[config.mk]
export PLATFORM = sky130hd
export DESIGN_NAME = mirq_top
export DESIGN_NICKNAME = d
export VERILOG_FILES = /design/src/mirq_top.v /design/src/mirq_ext.v /design/src/mirq_axil.v
export VERILOG_INCLUDE_DIRS = /design/src
export SDC_FILE = /design/constraint.sdc
export NUM_CORES = 1
export LEC_CHECK = 0
export BUFFER_PORTS_ARGS = -buffer_cell sky130_fd_sc_hd__buf_2
export CORE_MARGIN = 5
export CORE_UTILIZATION = 43
export DETAILED_ROUTE_END_ITERATION = 8
export PLACE_DENSITY_LB_ADDON = 0.08
export SYNTH_ARGS = -nofsm -noshare
export SYNTH_HDL_FRONTEND = slang
export SYNTH_HIERARCHICAL = 1
export SYNTH_SLANG_ARGS = --single-unit
[constraint.sdc]
create_clock -name clk -period 9.5 [get_ports clk]
set_clock_uncertainty 0.1 [all_clocks]
set_input_delay 1.425 -clock clk [delete_from_list [all_inputs] [get_ports clk]]
set_output_delay 1.425 -clock clk [all_outputs]
set_load 0.03 [all_outputs]
[src/mirq_regs.vh]
/*
 * register map, field positions, reset values and constants of the
 * interrupt request block.
 * assumes byte addresses on an axi4-lite bus with 32-bit data.
 */
`ifndef MIRQ_REGS_VH
`define MIRQ_REGS_VH

// ----------------------------------------------------------------
// register byte addresses
// ----------------------------------------------------------------
`define MIRQ_ADDR_W 8
`define MIRQ_ADDR_ENABLE 8'ha8
`define MIRQ_ADDR_PRIO_UP 8'hac
`define MIRQ_ADDR_PRIO_LO 8'hb0
`define MIRQ_ADDR_EXT_CTRL 8'hb4
`define MIRQ_ADDR_STATUS 8'hb8

// ----------------------------------------------------------------
// reset values
// ----------------------------------------------------------------
`define MIRQ_RST_ENABLE 8'h00
`define MIRQ_RST_PRIO 7'h00
`define MIRQ_RST_MODE 2'h0

// ----------------------------------------------------------------
// field positions
// ----------------------------------------------------------------
`define MIRQ_BIT_GLOBAL 7
`define MIRQ_EXT_MODE_LSB 0
`define MIRQ_EXT_FLAG_LSB 2
`define MIRQ_T0_FLAG_BIT 4
`define MIRQ_T1_FLAG_BIT 5

// ----------------------------------------------------------------
// source indices, in priority-within-level order
// ----------------------------------------------------------------
`define MIRQ_NSRC 7
`define MIRQ_SRC_EXT0 3'd0
`define MIRQ_SRC_T0 3'd1
`define MIRQ_SRC_EXT1 3'd2
`define MIRQ_SRC_T1 3'd3
`define MIRQ_SRC_SER 3'd4
`define MIRQ_SRC_T2 3'd5
`define MIRQ_SRC_ARR 3'd6

// ----------------------------------------------------------------
// vector addresses
// ----------------------------------------------------------------
`define MIRQ_VEC_EXT0 16'h0003
`define MIRQ_VEC_T0 16'h000b
`define MIRQ_VEC_EXT1 16'h0013
`define MIRQ_VEC_T1 16'h001b
`define MIRQ_VEC_SER 16'h0023
`define MIRQ_VEC_T2 16'h002b
`define MIRQ_VEC_ARR 16'h0033

// ----------------------------------------------------------------
// timing and bus response codes
// ----------------------------------------------------------------
`define MIRQ_STATES_PER_FRAME 2'd3
`define MIRQ_AXI_OKAY 2'b00
`define MIRQ_AXI_SLVERR 2'b10

`endif

[src/mirq_top.v]
/*
 * interrupt request and enable logic: external pin sampling, source
 * merging, enable gating, four-level priority and vector presentation.
 * assumes peripheral flags arrive as levels from their own blocks, timer
 * overflows as one-cycle pulses, and the core acknowledges with pulses.
 */
// The AXI4-Lite slave port is this design's own decision.
`default_nettype none
`include "mirq_regs.vh"

module mirq_top #(
  parameter STATE_CYCLES = 4'd1
) (
  // clock and reset
  input wire clk,
  input wire sys_rst,
  // axi4-lite register bus
  input wire [7:0] s_axi_awaddr,
  input wire s_axi_awvalid,
  output wire s_axi_awready,
  input wire [31:0] s_axi_wdata,
  input wire [3:0] s_axi_wstrb,
  input wire s_axi_wvalid,
  output wire s_axi_wready,
  output wire [1:0] s_axi_bresp,
  output wire s_axi_bvalid,
  input wire s_axi_bready,
  input wire [7:0] s_axi_araddr,
  input wire s_axi_arvalid,
  output wire s_axi_arready,
  output wire [31:0] s_axi_rdata,
  output wire [1:0] s_axi_rresp,
  output wire s_axi_rvalid,
  input wire s_axi_rready,
  // external interrupt pins, active low
  input wire ext_pin_zero,
  input wire ext_pin_one,
  // timers 0 and 1
  input wire timer0_overflow,
  input wire timer0_mode3,
  input wire timer1_overflow,
  // timer 2 flags
  input wire timer2_overflow_flag,
  input wire timer2_external_flag,
  // counter array flags and enables
  input wire [4:0] module_event_flag,
  input wire [4:0] module_event_irq_enable,
  input wire array_counter_overflow_flag,
  input wire array_overflow_irq_enable,
  // serial port flags
  input wire receive_done_flag,
  input wire transmit_done_flag,
  // cpu core
  input wire irq_ack,
  input wire irq_return,
  output reg irq_req_r,
  output reg [15:0] irq_vector_r,
  output reg [1:0] irq_level_r,
  output reg [2:0] irq_source_r,
  // timer flags as seen by the core
  output wire timer0_overflow_flag,
  output wire timer1_overflow_flag
);

  // ----------------------------------------------------------------
  // declarations
  // ----------------------------------------------------------------
  reg [7:0] interrupt_enable_reg;
  reg [6:0] priority_upper_reg;
  reg [6:0] priority_lower_reg;
  reg [1:0] ext_mode_r;
  reg t0_flag_r;
  reg t1_flag_r;
  reg [3:0] active_lvl_r;
  reg [3:0] state_cnt_r;
  reg [1:0] frame_cnt_r;
  reg [6:0] src_req;
  reg [6:0] src_en;
  reg win_any;
  reg [2:0] win_idx;
  reg [1:0] win_lvl;
  reg [15:0] win_vec;
  reg [1:0] act_top;
  reg preempt_ok;
  reg [31:0] rd_data;
  reg rd_hit;
  reg wr_hit;
  reg [1:0] lvl_i;
  integer i;
  integer j;
  wire frame_en;
  wire [1:0] ext_pins;
  wire [1:0] ext_flag;
  wire [1:0] ext_hw_clr;
  wire wr_en;
  wire [7:0] wr_addr;
  wire [31:0] wr_data;
  wire [3:0] wr_strb;
  wire [7:0] rd_addr;
  wire wr_byte0;
  wire wr_ctrl;
  wire ack_ok;

  assign ext_pins = {ext_pin_one, ext_pin_zero};
  assign wr_byte0 = wr_en & wr_strb[0];
  assign wr_ctrl = wr_byte0 & (wr_addr == `MIRQ_ADDR_EXT_CTRL);
  assign ack_ok = irq_ack & irq_req_r;
  assign timer0_overflow_flag = t0_flag_r;
  assign timer1_overflow_flag = t1_flag_r;

  // ----------------------------------------------------------------
  // bus front end
  // ----------------------------------------------------------------
  mirq_axil #(
    .AW(`MIRQ_ADDR_W)
  ) u_axil (
    .clk(clk),
    .sys_rst(sys_rst),
    .s_axi_awaddr(s_axi_awaddr),
    .s_axi_awvalid(s_axi_awvalid),
    .s_axi_awready(s_axi_awready),
    .s_axi_wdata(s_axi_wdata),
    .s_axi_wstrb(s_axi_wstrb),
    .s_axi_wvalid(s_axi_wvalid),
    .s_axi_wready(s_axi_wready),
    .s_axi_bresp(s_axi_bresp),
    .s_axi_bvalid(s_axi_bvalid),
    .s_axi_bready(s_axi_bready),
    .s_axi_araddr(s_axi_araddr),
    .s_axi_arvalid(s_axi_arvalid),
    .s_axi_arready(s_axi_arready),
    .s_axi_rdata(s_axi_rdata),
    .s_axi_rresp(s_axi_rresp),
    .s_axi_rvalid(s_axi_rvalid),
    .s_axi_rready(s_axi_rready),
    .wr_en(wr_en),
    .wr_addr_r(wr_addr),
    .wr_data_r(wr_data),
    .wr_strb_r(wr_strb),
    .wr_hit(wr_hit),
    .rd_addr(rd_addr),
    .rd_data(rd_data),
    .rd_hit(rd_hit)
  );

  // ----------------------------------------------------------------
  // state time and frame divider
  // ----------------------------------------------------------------
  // frame_en pulses once every four state times
  always @(posedge clk) begin
    if (sys_rst) begin
      state_cnt_r <= 4'h0;
      frame_cnt_r <= 2'h0;
    end else if (state_cnt_r == STATE_CYCLES - 4'd1) begin
      state_cnt_r <= 4'h0;
      frame_cnt_r <= frame_cnt_r + 2'd1;
    end else begin
      state_cnt_r <= state_cnt_r + 4'd1;
    end
  end
  assign frame_en = (state_cnt_r == STATE_CYCLES - 4'd1) &&
                    (frame_cnt_r == `MIRQ_STATES_PER_FRAME);

  // ----------------------------------------------------------------
  // external pins, one sampler each
  // ----------------------------------------------------------------
  // a vector to an external source clears its edge flag
  assign ext_hw_clr[0] = ack_ok & (irq_source_r == `MIRQ_SRC_EXT0);
  assign ext_hw_clr[1] = ack_ok & (irq_source_r == `MIRQ_SRC_EXT1);

  genvar g;
  generate
    for (g = 0; g < 2; g = g + 1) begin : g_ext
      mirq_ext u_ext (
        .clk(clk),
        .sys_rst(sys_rst),
        .frame_en(frame_en),
        .pin(ext_pins[g]),
        .trigger_mode(ext_mode_r[g]),
        .hw_clr(ext_hw_clr[g]),
        .sw_we(wr_ctrl),
        .sw_val(wr_data[`MIRQ_EXT_FLAG_LSB + g]),
        .flag_r(ext_flag[g])
      );
    end
  endgenerate

  // ----------------------------------------------------------------
  // timer 0 and 1 overflow flags
  // ----------------------------------------------------------------
  // overflow sets, vector clears; no set in timer 0 mode 3.
  // a new overflow beats a clear in the same cycle
  always @(posedge clk) begin
    if (sys_rst) begin
      t0_flag_r <= 1'b0;
      t1_flag_r <= 1'b0;
    end else begin
      if (timer0_overflow & ~timer0_mode3) begin
        t0_flag_r <= 1'b1;
      end else if (wr_ctrl) begin
        t0_flag_r <= wr_data[`MIRQ_T0_FLAG_BIT];
      end else if (ack_ok & (irq_source_r == `MIRQ_SRC_T0)) begin
        t0_flag_r <= 1'b0;
      end
      if (timer1_overflow) begin
        t1_flag_r <= 1'b1;
      end else if (wr_ctrl) begin
        t1_flag_r <= wr_data[`MIRQ_T1_FLAG_BIT];
      end else if (ack_ok & (irq_source_r == `MIRQ_SRC_T1)) begin
        t1_flag_r <= 1'b0;
      end
    end
  end

  // ----------------------------------------------------------------
  // software registers
  // ----------------------------------------------------------------
  // enable register, cleared by reset
  always @(posedge clk) begin
    if (sys_rst) begin
      interrupt_enable_reg <= `MIRQ_RST_ENABLE;
      priority_upper_reg <= `MIRQ_RST_PRIO;
      priority_lower_reg <= `MIRQ_RST_PRIO;
      ext_mode_r <= `MIRQ_RST_MODE;
    end else if (wr_byte0) begin
      case (wr_addr)
        `MIRQ_ADDR_ENABLE: interrupt_enable_reg <= wr_data[7:0];
        `MIRQ_ADDR_PRIO_UP: priority_upper_reg <= wr_data[6:0];
        `MIRQ_ADDR_PRIO_LO: priority_lower_reg <= wr_data[6:0];
        `MIRQ_ADDR_EXT_CTRL: ext_mode_r <= wr_data[`MIRQ_EXT_MODE_LSB +: 2];
        default: ext_mode_r <= ext_mode_r;
      endcase
    end
  end

  // ----------------------------------------------------------------
  // source merging and enable gating
  // ----------------------------------------------------------------
  always @* begin
    src_req[`MIRQ_SRC_EXT0] = ext_flag[0];
    src_req[`MIRQ_SRC_T0] = t0_flag_r;
    src_req[`MIRQ_SRC_EXT1] = ext_flag[1];
    src_req[`MIRQ_SRC_T1] = t1_flag_r;
    src_req[`MIRQ_SRC_SER] = receive_done_flag | transmit_done_flag;
    // timer 2: overflow or external flag
    src_req[`MIRQ_SRC_T2] = timer2_overflow_flag | timer2_external_flag;
    // array: six flags, each behind its own enable
    src_req[`MIRQ_SRC_ARR] = (|(module_event_flag & module_event_irq_enable)) |
                             (array_counter_overflow_flag & array_overflow_irq_enable);
    // source enable and global enable both needed
    src_en = src_req & interrupt_enable_reg[6:0] &
             {`MIRQ_NSRC{interrupt_enable_reg[`MIRQ_BIT_GLOBAL]}};
  end

  // ----------------------------------------------------------------
  // priority resolver
  // ----------------------------------------------------------------
  // highest level wins; walking down with >= leaves the
  // lowest index among equals
  always @* begin
    win_any = 1'b0;
    win_idx = 3'd0;
    win_lvl = 2'd0;
    lvl_i = 2'd0;
    for (i = `MIRQ_NSRC - 1; i >= 0; i = i - 1) begin
      lvl_i = {priority_upper_reg[i], priority_lower_reg[i]};
      if (src_en[i] && (!win_any || lvl_i >= win_lvl)) begin
        win_any = 1'b1;
        win_idx = i[2:0];
        win_lvl = lvl_i;
      end
    end
  end

  always @* begin
    case (win_idx)
      `MIRQ_SRC_EXT0: win_vec = `MIRQ_VEC_EXT0;
      `MIRQ_SRC_T0: win_vec = `MIRQ_VEC_T0;
      `MIRQ_SRC_EXT1: win_vec = `MIRQ_VEC_EXT1;
      `MIRQ_SRC_T1: win_vec = `MIRQ_VEC_T1;
      `MIRQ_SRC_SER: win_vec = `MIRQ_VEC_SER;
      `MIRQ_SRC_T2: win_vec = `MIRQ_VEC_T2;
      default: win_vec = `MIRQ_VEC_ARR;
    endcase
  end

  // only a strictly higher level than any routine in service
  always @* begin
    act_top = 2'd0;
    for (j = 0; j < 4; j = j + 1) begin
      if (active_lvl_r[j]) begin
        act_top = j[1:0];
      end
    end
    preempt_ok = (active_lvl_r == 4'h0) || (win_lvl > act_top);
  end

  // ----------------------------------------------------------------
  // presentation to the core and in-service levels
  // ----------------------------------------------------------------
  // decided once a frame so all requests of one frame compete together;
  // a flag cleared mid-frame is withdrawn only at the next frame
  always @(posedge clk) begin
    if (sys_rst) begin
      irq_req_r <= 1'b0;
      irq_vector_r <= 16'h0000;
      irq_level_r <= 2'd0;
      irq_source_r <= 3'd0;
    end else if (ack_ok) begin
      irq_req_r <= 1'b0;
    end else if (frame_en) begin
      irq_req_r <= win_any & preempt_ok;
      irq_vector_r <= win_vec;
      irq_level_r <= win_lvl;
      irq_source_r <= win_idx;
    end
  end

  // ack pushes the level, return pops the highest
  always @(posedge clk) begin
    if (sys_rst) begin
      active_lvl_r <= 4'h0;
    end else if (ack_ok) begin
      active_lvl_r <= active_lvl_r | (4'h1 << irq_level_r);
    end else if (irq_return) begin
      active_lvl_r <= active_lvl_r & ~(4'h1 << act_top);
    end
  end

  // ----------------------------------------------------------------
  // register read and write decode
  // ----------------------------------------------------------------
  always @* begin
    rd_hit = 1'b1;
    rd_data = 32'h00000000;
    case (rd_addr)
      `MIRQ_ADDR_ENABLE: rd_data[7:0] = interrupt_enable_reg;
      `MIRQ_ADDR_PRIO_UP: rd_data[6:0] = priority_upper_reg;
      `MIRQ_ADDR_PRIO_LO: rd_data[6:0] = priority_lower_reg;
      `MIRQ_ADDR_EXT_CTRL: rd_data[5:0] = {t1_flag_r, t0_flag_r, ext_flag, ext_mode_r};
      `MIRQ_ADDR_STATUS: rd_data[14:0] = {src_req, active_lvl_r, irq_source_r, irq_req_r};
      default: rd_hit = 1'b0;
    endcase
  end

  // status is read-only; writes to it are answered with an error
  always @* begin
    case (wr_addr)
      `MIRQ_ADDR_ENABLE: wr_hit = 1'b1;
      `MIRQ_ADDR_PRIO_UP: wr_hit = 1'b1;
      `MIRQ_ADDR_PRIO_LO: wr_hit = 1'b1;
      `MIRQ_ADDR_EXT_CTRL: wr_hit = 1'b1;
      default: wr_hit = 1'b0;
    endcase
  end

endmodule // mirq_top

`default_nettype wire

[src/mirq_ext.v]
/*
 * one external interrupt pin: frame sampler and request flag.
 * assumes the pin is synchronous to clk and frame_en pulses once per frame.
 */
`default_nettype none

module mirq_ext (
  // clock and reset
  input wire clk,
  input wire sys_rst,
  // timing
  input wire frame_en,
  // pin and mode
  input wire pin,
  input wire trigger_mode,
  // flag control
  input wire hw_clr,
  input wire sw_we,
  input wire sw_val,
  output reg flag_r
);

  reg samp_r;
  wire set_lvl;
  wire set_edge;
  wire set_ev;

  // ----------------------------------------------------------------
  // sampling
  // ----------------------------------------------------------------
  // once per frame
  always @(posedge clk) begin
    if (sys_rst) begin
      samp_r <= 1'b1;
    end else if (frame_en) begin
      samp_r <= pin;
    end
  end

  assign set_lvl = frame_en & ~pin & ~trigger_mode;
  // in level mode any low frame sample sets, so a five-state level is always seen
  assign set_edge = frame_en & ~pin & samp_r & trigger_mode;
  assign set_ev = set_lvl | set_edge;

  // ----------------------------------------------------------------
  // request flag
  // ----------------------------------------------------------------
  // pin activity sets the flag; set wins over any clear
  always @(posedge clk) begin
    if (sys_rst) begin
      flag_r <= 1'b0;
    end else if (set_ev) begin
      flag_r <= 1'b1;
    end else if (sw_we) begin
      flag_r <= sw_val;
    end else if (hw_clr & trigger_mode) begin
      flag_r <= 1'b0;
    end
  end

endmodule // mirq_ext

`default_nettype wire

[src/mirq_axil.v]
/*
 * axi4-lite slave front end: turns bus writes into one-cycle
 * register strobes; reads pass the address straight through.
 * assumes the parent decodes the address and answers within the cycle.
 */
`default_nettype none
`include "mirq_regs.vh"

module mirq_axil #(
  parameter AW = 8
) (
  // clock and reset
  input wire clk,
  input wire sys_rst,
  // write address and data
  input wire [AW-1:0] s_axi_awaddr,
  input wire s_axi_awvalid,
  output wire s_axi_awready,
  input wire [31:0] s_axi_wdata,
  input wire [3:0] s_axi_wstrb,
  input wire s_axi_wvalid,
  output wire s_axi_wready,
  // write response
  output reg [1:0] s_axi_bresp,
  output reg s_axi_bvalid,
  input wire s_axi_bready,
  // read
  input wire [AW-1:0] s_axi_araddr,
  input wire s_axi_arvalid,
  output wire s_axi_arready,
  output reg [31:0] s_axi_rdata,
  output reg [1:0] s_axi_rresp,
  output reg s_axi_rvalid,
  input wire s_axi_rready,
  // register side
  output wire wr_en,
  output reg [AW-1:0] wr_addr_r,
  output reg [31:0] wr_data_r,
  output reg [3:0] wr_strb_r,
  input wire wr_hit,
  output wire [AW-1:0] rd_addr,
  input wire [31:0] rd_data,
  input wire rd_hit
);

  reg aw_full_r;
  reg w_full_r;

  // address and data are taken in either order, one write at a time
  assign s_axi_awready = ~aw_full_r & ~s_axi_bvalid;
  assign s_axi_wready = ~w_full_r & ~s_axi_bvalid;
  assign wr_en = aw_full_r & w_full_r;
  assign s_axi_arready = ~s_axi_rvalid;
  assign rd_addr = s_axi_araddr;

  // ----------------------------------------------------------------
  // write channel
  // ----------------------------------------------------------------
  always @(posedge clk) begin
    if (sys_rst) begin
      aw_full_r <= 1'b0;
      w_full_r <= 1'b0;
      wr_addr_r <= {AW{1'b0}};
      wr_data_r <= 32'h00000000;
      wr_strb_r <= 4'h0;
      s_axi_bvalid <= 1'b0;
      s_axi_bresp <= `MIRQ_AXI_OKAY;
    end else begin
      if (s_axi_awvalid & s_axi_awready) begin
        aw_full_r <= 1'b1;
        wr_addr_r <= s_axi_awaddr;
      end
      if (s_axi_wvalid & s_axi_wready) begin
        w_full_r <= 1'b1;
        wr_data_r <= s_axi_wdata;
        wr_strb_r <= s_axi_wstrb;
      end
      if (wr_en) begin
        aw_full_r <= 1'b0;
        w_full_r <= 1'b0;
        s_axi_bvalid <= 1'b1;
        s_axi_bresp <= wr_hit ? `MIRQ_AXI_OKAY : `MIRQ_AXI_SLVERR;
      end else if (s_axi_bready) begin
        s_axi_bvalid <= 1'b0;
      end
    end
  end

  // ----------------------------------------------------------------
  // read channel; data captured at the address handshake
  // ----------------------------------------------------------------
  always @(posedge clk) begin
    if (sys_rst) begin
      s_axi_rvalid <= 1'b0;
      s_axi_rdata <= 32'h00000000;
      s_axi_rresp <= `MIRQ_AXI_OKAY;
    end else if (s_axi_arvalid & s_axi_arready) begin
      s_axi_rvalid <= 1'b1;
      s_axi_rdata <= rd_hit ? rd_data : 32'h00000000;
      s_axi_rresp <= rd_hit ? `MIRQ_AXI_OKAY : `MIRQ_AXI_SLVERR;
    end else if (s_axi_rready) begin
      s_axi_rvalid <= 1'b0;
    end
  end

endmodule // mirq_axil

`default_nettype wire

==> flow_summary.toml <==
[run]
cap_viol_max_count = 0

[timing]
setup_viol = 0
min_period_ns = 9.222
slew_violations = 0
tightestPinTransition_ns = 1.201
hold_viol = 0
min_period_over_period_pct = 97.08
fmax_mhz = 108.4
whs_ns = 0.3503
relSlewSlack_pct = 19.95

[cts]
tritoncts = "yes"
htree_levels = 3
clock-root-buffer = "clkbuf_16"
cts_sinks = 104
cts_buffer_depth = 2
clk_pin_slew_worst_paths_ns = 0.07
clk_latency_ns = 0.34
numCtsBuffers = 9

[grt]
first_global_vias = 4797
overflow = 0
antenna_found_initial = 0
grt_pass1_wl_um = 23900
grt_max_degree = 105
grt_usage_pct = 18.47

[setup_path]
cp_slowest_cell = "a211o_4"
timing_worst_setup_path_type = "input port to register"
critPathBufInv = 2
cp_max_fo = 5
critPathLaunch = "module_event_irq_enable[0]"
r2r_slack_ns = 0.96
cp_top_family = "compound AO/OA/AOI/OAI gates"
worst_setup_path_end_kind = "register"
crit_path_start_kind = "input port"
crit_path_frequent_cell = "ha_1"
ff2ff_path_depth = 43
rr_endpoint = "irq_req_r$_SDFFE_PP0P_"
cp_slowest_stage_delay_ns = 0.34
r2r-start = "interrupt_enable_reg[7]$_SDFFE_PP0P_"
critical_path_depth = 43
cp.arrival_ns = 9.34
cp_data_required_time_ns = 9.62
endpoint = "irq_req_r$_SDFFE_PP0P_"

[detailed_routing]
final_antenna_net_count = 0
avgRoutedWirePerCell_um = 15.35
drtPass1Iterations = 4
vias_per_cell = 5.171
totalWireLength_um = 14800
drtIter0Drc = 251
drc = 0
dr_total_vias = 4985

[floorplan]
initial_core_util_pct = 44.29
dieArea_um2 = 15490
core_area_um2 = 12720
io_pins = 147
dieHeight_um = 124.5
placementRows = 41
dieWidth_um = 124.5

[finish]
area_delta_synth_final_pct = 23.43
top_register = "u_axil/s_axi_rdata"
finalNonFillerCells = 964
layout-drive-gt1-share_pct = 29.55
nets = 887
fin_area_um2 = 6954
n_antenna_cell = 0
largest_register_ffs = 32

[hold_path]
whs_path_depth = 2
hp-class = "register to register"

[power_and_ir_drop]
p_leak_nw = 3.043
irDropWorstVdd_uv = 86.12
pwr-share-clk_pct = 40.5
p_seq_share_pct = 50.4
internal-power_w = 0.0006841
switching_share_pct = 24.63
pwr-share-comb_pct = 9.1
switchingPower_w = 0.0002236
powerDensity_nw_per_um2 = 130.5

[synthesis]
avgSynthCellArea_um2 = 8.563
syn_area_um2 = 5634
synthCells = 658
yosysWarnings = 6

[place]
detailedPlacementHpwl_um = 11020
placed_area_um2 = 6367
place_inst = 937
place_congestion = 0.8575
io_buffers = 106

[status]
status = "finished, final reports clean"
## worst reg2reg max path: cells and delay by family, from the launching register on
family	cells	cell delay, ns
flops	1	0.31
buf+inv	3	0.51
simple gates	10	1.24
compound gates	23	4.21
fa+ha+maj	7	2.03
## power groups by stage
stage	combinational, W	clock, W	sequential (W)
6_report	0.0000827	0.000368	0.000457
5_1_grt	0.0000918	0.000398	0.000458
4_1_cts	0.0000823	0.000379	0.000457
3_5_place_dp	0.0000822	0	0.000467
3_3_place_gp	0.0000804	0	0.000467
2_1_floorplan	0.0000651	0	0.000467
## routing by layer
metal,part of all wire (%),GRT usage [%]
met3,5.0,4.674
met4,1.5,4.836
met2,47,30.06
met5,0,0
met1,46,24.44
## cell usage in the layout (no fill, tap or decap), types with 3 or more instances in the layout
cell type	n
buf_2	105
o221ai_1	6
a31oi_1	4
a211oi_2	3
buf_4	48
nor3_1	7
ha_1	14
o21ai_0	4
mux2i_1	44
buf_6	3
o22ai_1	4
and2_1	3
a21o_1	3
nor2_1	61
nand2b_4	6
and3_1	6
o211a_1	5
nand3_1	42
and3_2	3
dfxtp_1	104
nor3b_1	3
conb_1	30
a21oi_1	60
inv_1	21
a22oi_2	3
nand2_1	81
clkbuf_16	9
a21oi_2	8
o211ai_1	4
ha_4	3
nand3b_1	6
or2_1	3
nand2b_1	6
a211oi_1	3
## worst min-delay path by stage
stage	start	slack [ns]	endpoint
5_1_grt	u_axil/s_axi_rdata[17]$_SDFFE_PP0P_	0.37	u_axil/s_axi_rdata[17]$_SDFFE_PP0P_
6_report	u_axil/s_axi_rdata[21]$_SDFFE_PP0P_	0.35	u_axil/s_axi_rdata[21]$_SDFFE_PP0P_
3_5_place_dp	u_axil/s_axi_rdata[9]$_SDFFE_PP0P_	0.34	u_axil/s_axi_rdata[9]$_SDFFE_PP0P_
4_1_cts	u_axil/s_axi_rdata[9]$_SDFFE_PP0P_	0.35	u_axil/s_axi_rdata[9]$_SDFFE_PP0P_
3_3_place_gp	irq_vector_r[3]$_SDFFE_PP0P_	0.34	irq_vector_r[3]$_SDFFE_PP0P_
2_1_floorplan	u_axil/wr_strb_r[0]$_SDFFE_PP0P_	0.33	u_axil/wr_strb_r[0]$_SDFFE_PP0P_
## cell type report
cell class	instances	area, um2
fill	1224	5768
sequential	104	2082
inverter	22	82.58
clock buffer	10	239.0
tap	172	215.2
multi-input combinational	495	3359
clock inverter	5	56.30
timing repair buffer	156	919.6
## per-stage QoR
stage	total power (W)	setup TNS [ns]	setup slack [ns]	util, %
finish	0.0009077	0	0.2775	54.66
global route	0.0009481	-0.1027	-0.1027	54.66
CTS	0.0009182	0	0.01464	52.41
detailed placement	0.0005493	-0.3198	-0.3198	50.05
global placement	0.0005469	-0.2223	-0.2223	50.05
floorplan	0.0005326	0	0.1140	-
## repair_timing
action	4_1_cts	5_1_grt
gates resized for setup	1	33
setup buffers	0	13
hold buffers	0	0
pin swaps	0	33
setup endpoints to repair	1	3
No activity file was read; power rests on OpenSTA's default activity.
